[config.mk]
export PLATFORM = sky130hd
export DESIGN_NAME = omps_top
export DESIGN_NICKNAME = d
export VERILOG_FILES = /design/src/design/omps_pkg.sv /design/src/design/omps_top.sv
export SDC_FILE = /design/constraint.sdc
export NUM_CORES = 1
export LEC_CHECK = 0
export BUFFER_PORTS_ARGS = -buffer_cell sky130_fd_sc_hd__clkbuf_2
export CAP_MARGIN = 20
export CELL_PAD_IN_SITES_DETAIL_PLACEMENT = 0
export CELL_PAD_IN_SITES_GLOBAL_PLACEMENT = 2
export CORE_MARGIN = 8
export CORE_UTILIZATION = 32
export DETAILED_ROUTE_END_ITERATION = 6
export PLACE_DENSITY_LB_ADDON = 0.05
export SYNTH_ARGS = -nofsm -noshare
export SYNTH_HDL_FRONTEND = slang
export SYNTH_SLANG_ARGS = --single-unit
[constraint.sdc]
create_clock -name pclk -period 2.1 [get_ports pclk]
set_input_delay 0.42 -clock pclk [delete_from_list [all_inputs] [get_ports pclk]]
set_output_delay 0.42 -clock pclk [all_outputs]
set_load 0.02 [all_outputs]
[src/design/omps_pkg.sv]
// Purpose: Shared constants and types for the operating mode pin function block.
// Assumes: APB with 32-bit data; every register takes one aligned word.
// Notes:   Port role codes are shared with the bench for checking roles.
package omps_pkg;
  // Register byte offsets.
  localparam logic [7:0] OFS_MODE_CTRL = 8'h00;
  localparam logic [7:0] OFS_SYS_CTRL  = 8'h04;
  localparam logic [7:0] OFS_FLASH1    = 8'h08;
  localparam logic [7:0] OFS_AREA_W    = 8'h0C;
  localparam logic [7:0] OFS_PORT_CFG  = 8'h10;
  localparam logic [7:0] OFS_STATUS    = 8'h14;

  // System control, flash and port config register fields and reset values.
  localparam int           SYS_ONCHIP_RAM_ENABLE_BIT_POS = 0;
  localparam int           SYS_EXPANSION_ENABLE_BIT_POS = 1;
  localparam int           SYS_HI_LSB   = 3;
  localparam logic [4:0]   SYS_HI_RST   = 5'h18;
  localparam int           FL1_SWE_POS  = 6;
  localparam int           PCFG_ABC_POS = 0;

  // Status register fields.
  localparam int ST_BUS16   = 0;
  localparam int ST_ROM     = 1;
  localparam int ST_SINGLE  = 2;
  localparam int ST_FLUSER  = 3;
  localparam int ST_BADMODE = 4;
  localparam int ST_READY   = 5;
  localparam int ST_ADV     = 6;
  localparam int ST_MODE    = 8;
  localparam int ST_ROLES   = 16;

  // Area width masks: one bit per area, 1 means 16-bit access.
  localparam logic [7:0] AREA_ALL16 = 8'hFF;
  localparam logic [7:0] AREA_ALL8  = 8'h00;

  // Mode pin settle wait and address space size in bits.
  localparam logic [1:0] SETTLE_CYCLES = 2'h3;
  localparam int         ADDR_BITS     = 24;

  // Pin role codes, two bits per port, ports A to H.
  typedef enum logic [1:0] {
    ROLE_GPIO = 2'h0,
    ROLE_ADDR = 2'h1,
    ROLE_DATA = 2'h2,
    ROLE_CTRL = 2'h3
  } omps_role_t;

  // Mode numbers as decoded from the four mode inputs.
  localparam logic [3:0] MODE_1  = 4'h1;
  localparam logic [3:0] MODE_2  = 4'h2;
  localparam logic [3:0] MODE_3  = 4'h3;
  localparam logic [3:0] MODE_4  = 4'h4;
  localparam logic [3:0] MODE_5  = 4'h5;
  localparam logic [3:0] MODE_6  = 4'h6;
  localparam logic [3:0] MODE_7  = 4'h7;
  localparam logic [3:0] MODE_10 = 4'hA;
  localparam logic [3:0] MODE_11 = 4'hB;
  localparam logic [3:0] MODE_12 = 4'hC;
  localparam logic [3:0] MODE_13 = 4'hD;
  localparam logic [3:0] MODE_14 = 4'hE;
  localparam logic [3:0] MODE_15 = 4'hF;
  localparam logic [3:0] MODE_NONE = 4'h0;
endpackage

[src/design/omps_top.sv]
// Purpose: Operating mode decode, pin role select, bus width and map control.
// Assumes: Mode pins are static straps; software uses the APB registers.
// Notes:   One wait state on every APB access; roles settle after reset.
// Overview of operation
// - Every mode runs advanced addressing with a 16 Mbyte linear space.
// - Modes 1 and 2 disable ROM; A-C address, D-E data, F-H control.
// - Mode 1 starts 16-bit, falls to 8-bit only when all areas are 8-bit.
// - Mode 2 starts 8-bit, goes 16-bit with port E data when all are 16-bit.
// - Mode 4 enables on-chip ROM and fetches from it in area 0.
// - Mode 4 ports A-C start as inputs, address only when software sets it.
// - Modes 4 and 6 start 8-bit, go 16-bit when any area is 16-bit.
// - Modes 5 and 6 enable on-chip ROM, A-C address, D-E data.
// - Mode 5 starts 16-bit, drops to 8-bit when any area is 8-bit.
// - Mode 7 starts single-chip with ROM on, all ports GPIO, no addresses.
// - Mode 7 expansion bit set to 1 enters expanded mode with ROM roles.
// - Entering expanded mode from single-chip makes every area 16-bit.
// - Flash variant modes 4-7 enter user program mode when write bit is 1.
// - Mode 3 is flash boot, like mode 7, flash variant only.
// - Modes 10 and 11 mirror modes 4 and 7, flash variant only.
// - Modes 12 to 15 mirror modes 4 to 7, flash variant only.
// - Each port A-H role comes from the mode: GPIO, address, data, control.
// - Marked regions are external when expansion is 1, reserved when 0.
// - Shared RAM region: expanded uses RAM enable bit, else on-chip RAM.
// - Mode pin levels are captured into status bits on read; reset clears.
// - Expansion bit reads 1 fixed in modes 1,2,4-6; resets 0 writable in 3,7.
// - RAM enable bit disables RAM at 0, enables at 1, resets to 1.
`timescale 1ns/1ps
module omps_top #(
  parameter bit FLASH_VARIANT = 1'b1
) (
  input  wire logic        pclk,
  input  wire logic        presetn,
  input  wire logic        clk_en,
  input  wire logic        psel,
  input  wire logic        penable,
  input  wire logic        pwrite,
  input  wire logic [7:0]  paddr,
  input  wire logic [31:0] pwdata,
  output logic [31:0]      prdata,
  output logic             pready,
  output logic             pslverr,
  input  wire logic [2:0]  mode_select_pins,
  input  wire logic        boot_select_pin,
  output logic [15:0]      port_roles,
  output logic             rom_enable,
  output logic             bus_16bit,
  output logic             single_chip,
  output logic             advanced_mode,
  output logic             marked_region_external,
  output logic             shared_ram_onchip,
  output logic             flash_user_mode,
  output logic             mode_unsupported
);
  import omps_pkg::*;

  // Every mode reduces to one of six base modes.
  // Flash boot and user program modes share roles,
  // bus width rules and map control with a base mode.
  // They differ only in flash access, kept outside.
  // One decoder for all codes keeps a mode and its
  // mirror from drifting apart.
  // A code with no base mode is unsupported.
  // The decoder serves both the pins and the latch.
  // Decoded attributes of a mode.
  typedef struct packed {
    logic       valid;
    logic [3:0] base;
    logic       flash_only;
  } omps_attr_t;

  // One packed struct, so the clock enable and the
  // reset reach every flip-flop the same way.
  // The sync fields form the strap synchroniser.
  // Settle and ready gate the one-time capture.
  // Software bits, the APB reply and derived
  // levels follow; derived levels are registered
  // and so lag the bits they follow by one cycle.
  // All state of the block.
  typedef struct packed {
    logic [3:0]  sync1;
    logic [3:0]  sync2;
    logic [3:0]  sync3;
    logic [1:0]  settle;
    logic        ready;
    logic [3:0]  mode;
    logic [2:0]  mode_status;
    logic        expansion_enable_bit;
    logic        onchip_ram_enable_bit;
    logic [4:0]  sys_hi;
    logic        software_write_enable_bit;
    logic [7:0]  area16;
    logic        abc_addr_en;
    logic        pready;
    logic        pslverr;
    logic [31:0] prdata;
    logic [15:0] roles;
    logic        rom_en;
    logic        bus16;
    logic        single;
    logic        ext_map;
    logic        ram_on;
    logic        fl_user;
    logic        bad;
    logic        adv;
  } omps_state_t;

  omps_state_t state_reg;
  omps_state_t state_next;

  // Maps each mode to the base mode whose behaviour it shares.
  function automatic omps_attr_t decode_mode(input logic [3:0] m);
    omps_attr_t a;
    a.valid      = 1'b1;
    a.flash_only = 1'b1;
    case (m)
      MODE_1, MODE_2, MODE_4, MODE_5, MODE_6, MODE_7: begin
        a.base       = m;
        a.flash_only = 1'b0;
      end
      MODE_3, MODE_11, MODE_15: a.base = MODE_7;
      MODE_10, MODE_12:         a.base = MODE_4;
      MODE_13:                  a.base = MODE_5;
      MODE_14:                  a.base = MODE_6;
      default: begin
        a.base  = MODE_NONE;
        a.valid = 1'b0;
      end
    endcase
    if (a.flash_only && !FLASH_VARIANT) begin
      a.valid = 1'b0;
      a.base  = MODE_NONE;
    end
    return a;
  endfunction

  // Only the single-chip base mode and unsupported codes let
  // software move the expansion bit; others fix it at one.
  // True when a base mode has its expansion bit fixed at one.
  function automatic logic expansion_enable_bit_fixed(input logic [3:0] b);
    return (b != MODE_7) && (b != MODE_NONE);
  endfunction

  // Only modes that start 16-bit begin all wide.
  // Areas that start 16-bit after reset for a base mode.
  function automatic logic [7:0] area_reset(input logic [3:0] b);
    return (b == MODE_1 || b == MODE_5) ? AREA_ALL16 : AREA_ALL8;
  endfunction

  // Decoded views of latch and pins, bus strobes.
  omps_attr_t attr;
  omps_attr_t pin_attr;
  logic       access;
  logic       wr;
  logic       rd;
  logic       fixed;
  logic       expanded;
  logic       abc_addr;
  logic [3:0] pin_mode;

  // Straps bear no relation to pclk and may still
  // move when reset is released.
  // Only stages two and three are compared; stage
  // one may be metastable and feeds stage two only.
  // A disagreement delays the capture one cycle.
  // Roles use the latched mode, so a strap moved
  // later cannot change them behind software.
  // Pin mode from the third stage; read only once the two last stages agree.
  assign pin_mode = state_reg.sync3;
  assign attr     = decode_mode(state_reg.mode);
  assign pin_attr = decode_mode(pin_mode);
  assign fixed    = expansion_enable_bit_fixed(attr.base);
  assign access   = psel && penable && !state_reg.pready;
  assign wr       = psel && penable && pwrite && state_reg.pready;
  assign rd       = access && !pwrite;

  // With the enable low the struct is copied as is,
  // so a stalled access waits for it to return.
  // Next state; all registers hold while the clock enable is low.
  always_comb begin
    state_next = state_reg;
    if (clk_en) begin
      state_next.sync1 = {boot_select_pin, mode_select_pins};
      state_next.sync2 = state_reg.sync1;
      state_next.sync3 = state_reg.sync2;
      state_next.pready  = 1'b0;
      state_next.pslverr = 1'b0;

      // The settle count lets the chain refill with
      // pin levels, as reset clears every stage.
      // Capture happens once; later pin moves show
      // only in the mode status bits.
      // Straps are caught once the chain has filled and settled.
      if (!state_reg.ready) begin
        if (state_reg.settle != SETTLE_CYCLES) begin
          state_next.settle = state_reg.settle + 2'h1;
        end else if (state_reg.sync2 == state_reg.sync3) begin
          state_next.ready = 1'b1;
          state_next.mode  = pin_attr.valid ? pin_mode : MODE_NONE;
          state_next.expansion_enable_bit = expansion_enable_bit_fixed(pin_attr.base);
          state_next.area16 = area_reset(pin_attr.base);
        end
      end

      // One wait state: the access phase is seen on
      // one edge and pready stands for one cycle.
      // A write lands on the edge at which the master
      // samples pready high, when the request is done.
      // Unmapped addresses raise pslverr, change nothing.
      // Register writes, taken on the edge that completes the access.
      if (access || wr) begin
        state_next.pready = access;
        case (paddr)
          OFS_MODE_CTRL, OFS_STATUS: begin
            if (rd && state_reg.sync2 == state_reg.sync3) begin
              state_next.mode_status = pin_mode[2:0];
            end
          end
          OFS_SYS_CTRL: begin
            if (wr) begin
              state_next.onchip_ram_enable_bit = pwdata[SYS_ONCHIP_RAM_ENABLE_BIT_POS];
              state_next.sys_hi = pwdata[SYS_HI_LSB +: 5];
              if (!fixed && state_reg.ready) begin
                state_next.expansion_enable_bit = pwdata[SYS_EXPANSION_ENABLE_BIT_POS];
                if (pwdata[SYS_EXPANSION_ENABLE_BIT_POS] && !state_reg.expansion_enable_bit) begin
                  state_next.area16 = AREA_ALL16;
                end
              end
            end
          end
          OFS_FLASH1: begin
            if (wr) begin
              state_next.software_write_enable_bit = pwdata[FL1_SWE_POS];
            end
          end
          OFS_AREA_W: begin
            if (wr) begin
              state_next.area16 = pwdata[7:0];
            end
          end
          OFS_PORT_CFG: begin
            if (wr) begin
              state_next.abc_addr_en = pwdata[PCFG_ABC_POS];
            end
          end
          default: state_next.pslverr = access;
        endcase
      end

      // Read data is zero outside an access (reads and writes), so no stale
      // word stands on prdata between transfers.
      state_next.prdata = 32'h0000_0000;
      if (access) begin
        case (paddr)
          OFS_MODE_CTRL: state_next.prdata[2:0] =
            (state_reg.sync2 == state_reg.sync3) ? pin_mode[2:0]
                                                 : state_reg.mode_status;
          OFS_SYS_CTRL: begin
            state_next.prdata[SYS_HI_LSB +: 5] = state_reg.sys_hi;
            state_next.prdata[SYS_EXPANSION_ENABLE_BIT_POS] = state_reg.expansion_enable_bit;
            state_next.prdata[SYS_ONCHIP_RAM_ENABLE_BIT_POS] = state_reg.onchip_ram_enable_bit;
          end
          OFS_FLASH1: state_next.prdata[FL1_SWE_POS] =
            state_reg.software_write_enable_bit;
          OFS_AREA_W:   state_next.prdata[7:0] = state_reg.area16;
          OFS_PORT_CFG: state_next.prdata[PCFG_ABC_POS] = state_reg.abc_addr_en;
          OFS_STATUS: begin
            state_next.prdata[ST_BUS16]   = state_reg.bus16;
            state_next.prdata[ST_ROM]     = state_reg.rom_en;
            state_next.prdata[ST_SINGLE]  = state_reg.single;
            state_next.prdata[ST_FLUSER]  = state_reg.fl_user;
            state_next.prdata[ST_BADMODE] = state_reg.bad;
            state_next.prdata[ST_READY]   = state_reg.ready;
            state_next.prdata[ST_ADV]     = state_reg.adv;
            state_next.prdata[ST_MODE +: 4]   = state_reg.mode;
            state_next.prdata[ST_ROLES +: 16] = state_reg.roles;
          end
          default: state_next.prdata = 32'h0000_0000;
        endcase
      end

      // Until the mode is latched the block idles:
      // ROM off, no expansion, all ports general I/O.
      // This keeps the bus quiet while straps settle.
      // Derived outputs, held in a safe state until the mode is known.
      state_next.bad     = state_reg.ready && !attr.valid;
      state_next.rom_en  = state_reg.ready &&
                           attr.base != MODE_1 && attr.base != MODE_2 &&
                           attr.base != MODE_NONE;
      state_next.single  = state_reg.ready && attr.valid &&
                           !state_reg.expansion_enable_bit;
      state_next.ext_map = state_reg.expansion_enable_bit;
      state_next.ram_on  = !state_reg.expansion_enable_bit ||
                           state_reg.onchip_ram_enable_bit;
      state_next.fl_user = FLASH_VARIANT && state_reg.ready &&
                           state_reg.software_write_enable_bit &&
                           attr.valid && attr.base >= MODE_4 &&
                           state_reg.mode != MODE_3 &&
                           state_reg.mode != MODE_10 &&
                           state_reg.mode != MODE_11;

      // Wide-start modes narrow on 8-bit areas, and
      // narrow-start modes widen on 16-bit areas.
      // Bus width follows the mode's all-area or any-area switching style.
      case (attr.base)
        MODE_1:  state_next.bus16 = |state_reg.area16;
        MODE_2:  state_next.bus16 = &state_reg.area16;
        MODE_5:  state_next.bus16 = &state_reg.area16;
        MODE_4, MODE_6, MODE_7: state_next.bus16 = |state_reg.area16;
        default: state_next.bus16 = 1'b0;
      endcase

      // Port E joins the data bus only on a 16-bit
      // bus; otherwise it stays general I/O.
      // Ports A to C wait for software in modes 4 and 7,
      // as users may want them as inputs after reset.
      // Port roles A (low bits) to H; single-chip and bad modes are all GPIO.
      state_next.roles = {8{ROLE_GPIO}};
      if (expanded) begin
        state_next.roles[1:0]   = abc_addr ? ROLE_ADDR : ROLE_GPIO;
        state_next.roles[3:2]   = abc_addr ? ROLE_ADDR : ROLE_GPIO;
        state_next.roles[5:4]   = abc_addr ? ROLE_ADDR : ROLE_GPIO;
        state_next.roles[7:6]   = ROLE_DATA;
        state_next.roles[9:8]   = state_next.bus16 ? ROLE_DATA : ROLE_GPIO;
        state_next.roles[11:10] = ROLE_CTRL;
        state_next.roles[13:12] = ROLE_CTRL;
        state_next.roles[15:14] = ROLE_CTRL;
      end
    end
  end

  // Kept as nets so the role table reads like a
  // list of port functions per mode.
  // Expanded operation and whether ports A to C carry the address bus.
  assign expanded = state_reg.ready && attr.valid &&
                    state_reg.expansion_enable_bit;
  assign abc_addr = (attr.base == MODE_4 || attr.base == MODE_7) ?
                    state_reg.abc_addr_en : 1'b1;

  // Reset clears all but the RAM enable, the
  // reserved system bits, the RAM level and the
  // addressing flag, which are preset.
  // Constants only, so it stays a plain clear.
  // State register; mode straps are never loaded under reset.
  always_ff @(posedge pclk or negedge presetn) begin
    if (!presetn) begin
      state_reg <= '0;
      state_reg.onchip_ram_enable_bit <= 1'b1;
      state_reg.sys_hi <= SYS_HI_RST;
      state_reg.ram_on <= 1'b1;
      state_reg.adv <= 1'b1;
    end else begin
      state_reg <= state_next;
    end
  end

  // Nothing follows the register, so the far side
  // sees no glitch while map or roles change.
  // Outputs straight from the state register.
  assign prdata                 = state_reg.prdata;
  assign pready                 = state_reg.pready;
  assign pslverr                = state_reg.pslverr;
  assign port_roles             = state_reg.roles;
  assign rom_enable             = state_reg.rom_en;
  assign bus_16bit              = state_reg.bus16;
  assign single_chip            = state_reg.single;
  assign advanced_mode          = state_reg.adv;
  assign marked_region_external = state_reg.ext_map;
  assign shared_ram_onchip      = state_reg.ram_on;
  assign flash_user_mode        = state_reg.fl_user;
  assign mode_unsupported       = state_reg.bad;

endmodule
==> run_results.csv <==
group,metric,value,unit
final_layout,drive_gt1_share,41.0,%
routing,vias,2629,
setup_path,worstSetupPathType,"register to register",
power,power_switching,1.30,mW
setup_path,crit_fanout,7,
sta,fin_tns_setup,0,ns
routing,dr.pass1.iters,4,
power,power_frac_comb,23.8,%
clock_tree,cts_tree,"built",
sta,period_share,89.3,%
worst_hold_path,hold_path_class,"input port to register",
power,internal_power,2.54,mW
setup_path,worst_ep_required_time,2.32,ns
setup_path,path_cells,"nand4_1 > nor4_1 > buf_4 > and4b_1 > o21ai_2 > buf_4 > o211ai_1",
routing,maxUsedRoutingLayer,"met4",
routing,wl_met2,4160,um
sta,timing.final.crit_period,1.87,ns
final_layout,nNetsFinal,451,
routing,routed-wl-met3,591,um
yosys,synth_flop_cell,"dfrtp_1",
floorplanning,dieArea,14800,um^2
grt,grt_overflow,0,
power,ir_drop,0.472,mV
place,place.gp.congestion,0.755,
final_layout,most-common-layout-cells,"clkbuf_2, dfrtp_1, buf_4",
clock_tree,clk-insertion-delay-late,0.35,ns
clock_tree,cts.clk_slew.worst_paths,0.09,ns
sta,holdWs,0.300,ns
power,pwr-share-clk,32.3,%
power,pwr-share-seq,43.9,%
final_layout,utilization,38.7,%
yosys,syn_area_per_cell,10.6,um^2
power,power-per-cell-area,911,nW/um^2
final_layout,largest_register_ffs,35,
outcome,outcome,"finished clean",
setup_path,start_kind,"register",
clock_tree,postCtsSetupBuffers,0,
clock_tree,cts_buffer_depth,2,
floorplanning,core,10900,um^2
sta,drv_slew,0,
floorplanning,num_io_pins,108,
grt,grt_max_degree,52,
final_layout,n_fill_cell,1115,
place,port_buffers,68,
sta,fmax,0.533,GHz
floorplanning,rows,38,
yosys,synth_warnings,0,
routing,drc,0,
grt,grt_first_pass_wirelength,15100,um
setup_path,max_stage_delay,0.41,ns
grt,antenna_found_initial,0,
grt,grt_usage,13.3,%
final_layout,num_antenna_cells,0,
clock_tree,root_buffer,"clkbuf_8",
sta,rsz0062_at_grt,"no",
yosys,ys_ff_latch,66,
routing,first_iter_violations,114,
routing,wire_per_inst,17.4,um
floorplanning,die_h,122,um
yosys,yosysUniqueCellTypes,59,
setup_path,worstPathArrival,2.09,ns
floorplanning,floorplan.initialDensity,32.8,%
setup_path,path_common_cell,"buf_4",
yosys,syn-instance-count,338,
clock_tree,htree_num_levels,3,
clock_tree,cts.sinks,66,
sta,worst_clock_skew,0.00877,ns
power,power.leakage,2.01,nW
grt,grt_pass1_vias,2708,
routing,drt_wl_total,9460,um
floorplanning,fp.dieW,122,um
final_layout,area.growth.synth_to_final,18.0,%
clock_tree,cts-buffers-inserted,9,
routing,drt-met1-wl,4540,um
sta,finalSetupViolCount,0,
routing,ant_nets,0,
yosys,ys_seq_area_share,46.4,%
yosys,async_reset_ff_share,100,%
setup_path,crit_path_end_kind,"register",
run,drv_cap,0,
routing,avgViaCountPerCell,4.82,
final_layout,layout_commonest_cell,"clkbuf_2",
setup_path,worst_path_max_delay_cell,"dfrtp_1",
power,switching_share,33.8,%
place,dp_hpwl,7110,um
sta,hold_violations,0,
yosys,synth_edf_count,0,
yosys,synth_area,3570,um^2
==> logic make-up (layout without fill, tap and decap cells) <==
kind of cell,after synthesis,count (layout),share of synthesized area [%]
adder cells (fa/ha/maj),1,1,0.350
other,2,15,0.210
flip-flops,66,66,46.4
multiplexers,27,27,8.44
AO/OA/AOI/OAI,79,79,16.1
XOR/XNOR,6,6,1.47
AND/OR/NAND/NOR,83,83,13.7
buffers and inverters,74,128,13.4
==> worst paths after layout <==
path,cells past startpoint,endpoint,from,slack [ns]
min in group asynchronous,2,marked_region_external,presetn,0.52
max in group asynchronous,3,state_reg[73],presetn,0.93
max,7,state_reg[63],pready,0.23
max reg2reg,7,state_reg[63],pready,0.23
min reg2reg,1,state_reg[83],state_reg[83],0.48
min,2,state_reg[95],mode_select_pins[2],0.30
==> synth_stat cells (2+ instances only) <==
master     number  area share, %
mux2i_1         2           0.56
nor2_1          8           0.84
mux2_2         25            7.9
o21ai_0        11            1.5
conb_1          2           0.21
o31ai_1         2           0.42
or3_1           2           0.35
dfstp_2         4            2.9
o22ai_1         2           0.35
nor3_1          5           0.70
buf_1           3           0.32
o2bb2ai_1       9            2.2
a21oi_1        15            2.1
nand2b_1        2           0.35
xor2_1          6            1.5
nand3_1         2           0.28
dfrtp_1        62             43
a32o_1          2           0.56
nor2b_1         3           0.53
buf_4          49             10
nor3_2          3           0.84
clkbuf_1        7           0.74
o211ai_1        9            1.9
nand2_1        30            3.2
nand4_1         6            1.1
inv_1           7           0.74
a21o_1          3           0.63
or2_2           4           0.70
a22oi_1         2           0.42
buf_2           7           0.98
nor4_1          4           0.70
a22o_1         13            3.2
==> through the flow <==
step / cells / worst slack (ns) / power, mW / cell area (um^2)
final: 545 / 0.226 / 3.84 / 4220
after global routing: 545 / 0.0609 / 4.07 / 4220
after CTS: 545 / 0.206 / 3.91 / 4220
after detailed placement: 528 / -0.103 / 2.64 / 3980
after global placement: 528 / -0.118 / 2.63 / 3980
after floorplan: 351 / 0.0997 / 2.33 / 3620
==> critical path, delay by kind of cell (launching register included) <==
kind                   cells  cell delay (ns)
AO/OA/AOI/OAI              2             0.19
buffers and inverters      2             0.35
flip-flops                 1             0.41
AND/OR/NAND/NOR            3             0.79
==> area by class of cell <==
cell class                 count  area [um^2]  share of cell area, %
timing repair buffer         105          646                   15.3
sequential                    66         1660                   39.3
tap                          140          175                   4.15
clock inverter                 7          103                   2.43
inverter                       7         26.3                  0.623
clock buffer                   9          124                   2.94
multi-input combinational    211         1490                   35.3
==> timing repair <==
| action | 4_1_cts | 5_1_grt |
|---|---|---|
| gates resized for setup | 0 | 0 |
| hold buffers | 1 | 0 |
| endpoints found under the hold margin | 14 | 0 |
| setup endpoints to repair | 0 | 0 |
==> power groups by stage <==
stage | Combinational, mW | Clock (mW) | Sequential (mW)
2_1_floorplan | 0.655 | 0 | 1.67
3_3_place_gp | 0.921 | 0 | 1.71
3_5_place_dp | 0.929 | 0 | 1.72
4_1_cts | 0.933 | 1.29 | 1.69
5_1_grt | 1.02 | 1.33 | 1.72
6_report | 0.915 | 1.24 | 1.69
==> layer usage <==
| layer | up-vias | track usage, % |
|---|---|---|
| li1 | 1279 | - |
| met2 | 83 | 19.5 |
| met1 | 1254 | 18.1 |
| met4 | 0 | 5.32 |
| met3 | 13 | 3.52 |
| met5 | - | 0 |
Note: power is estimated with default switching activity, not from simulation.
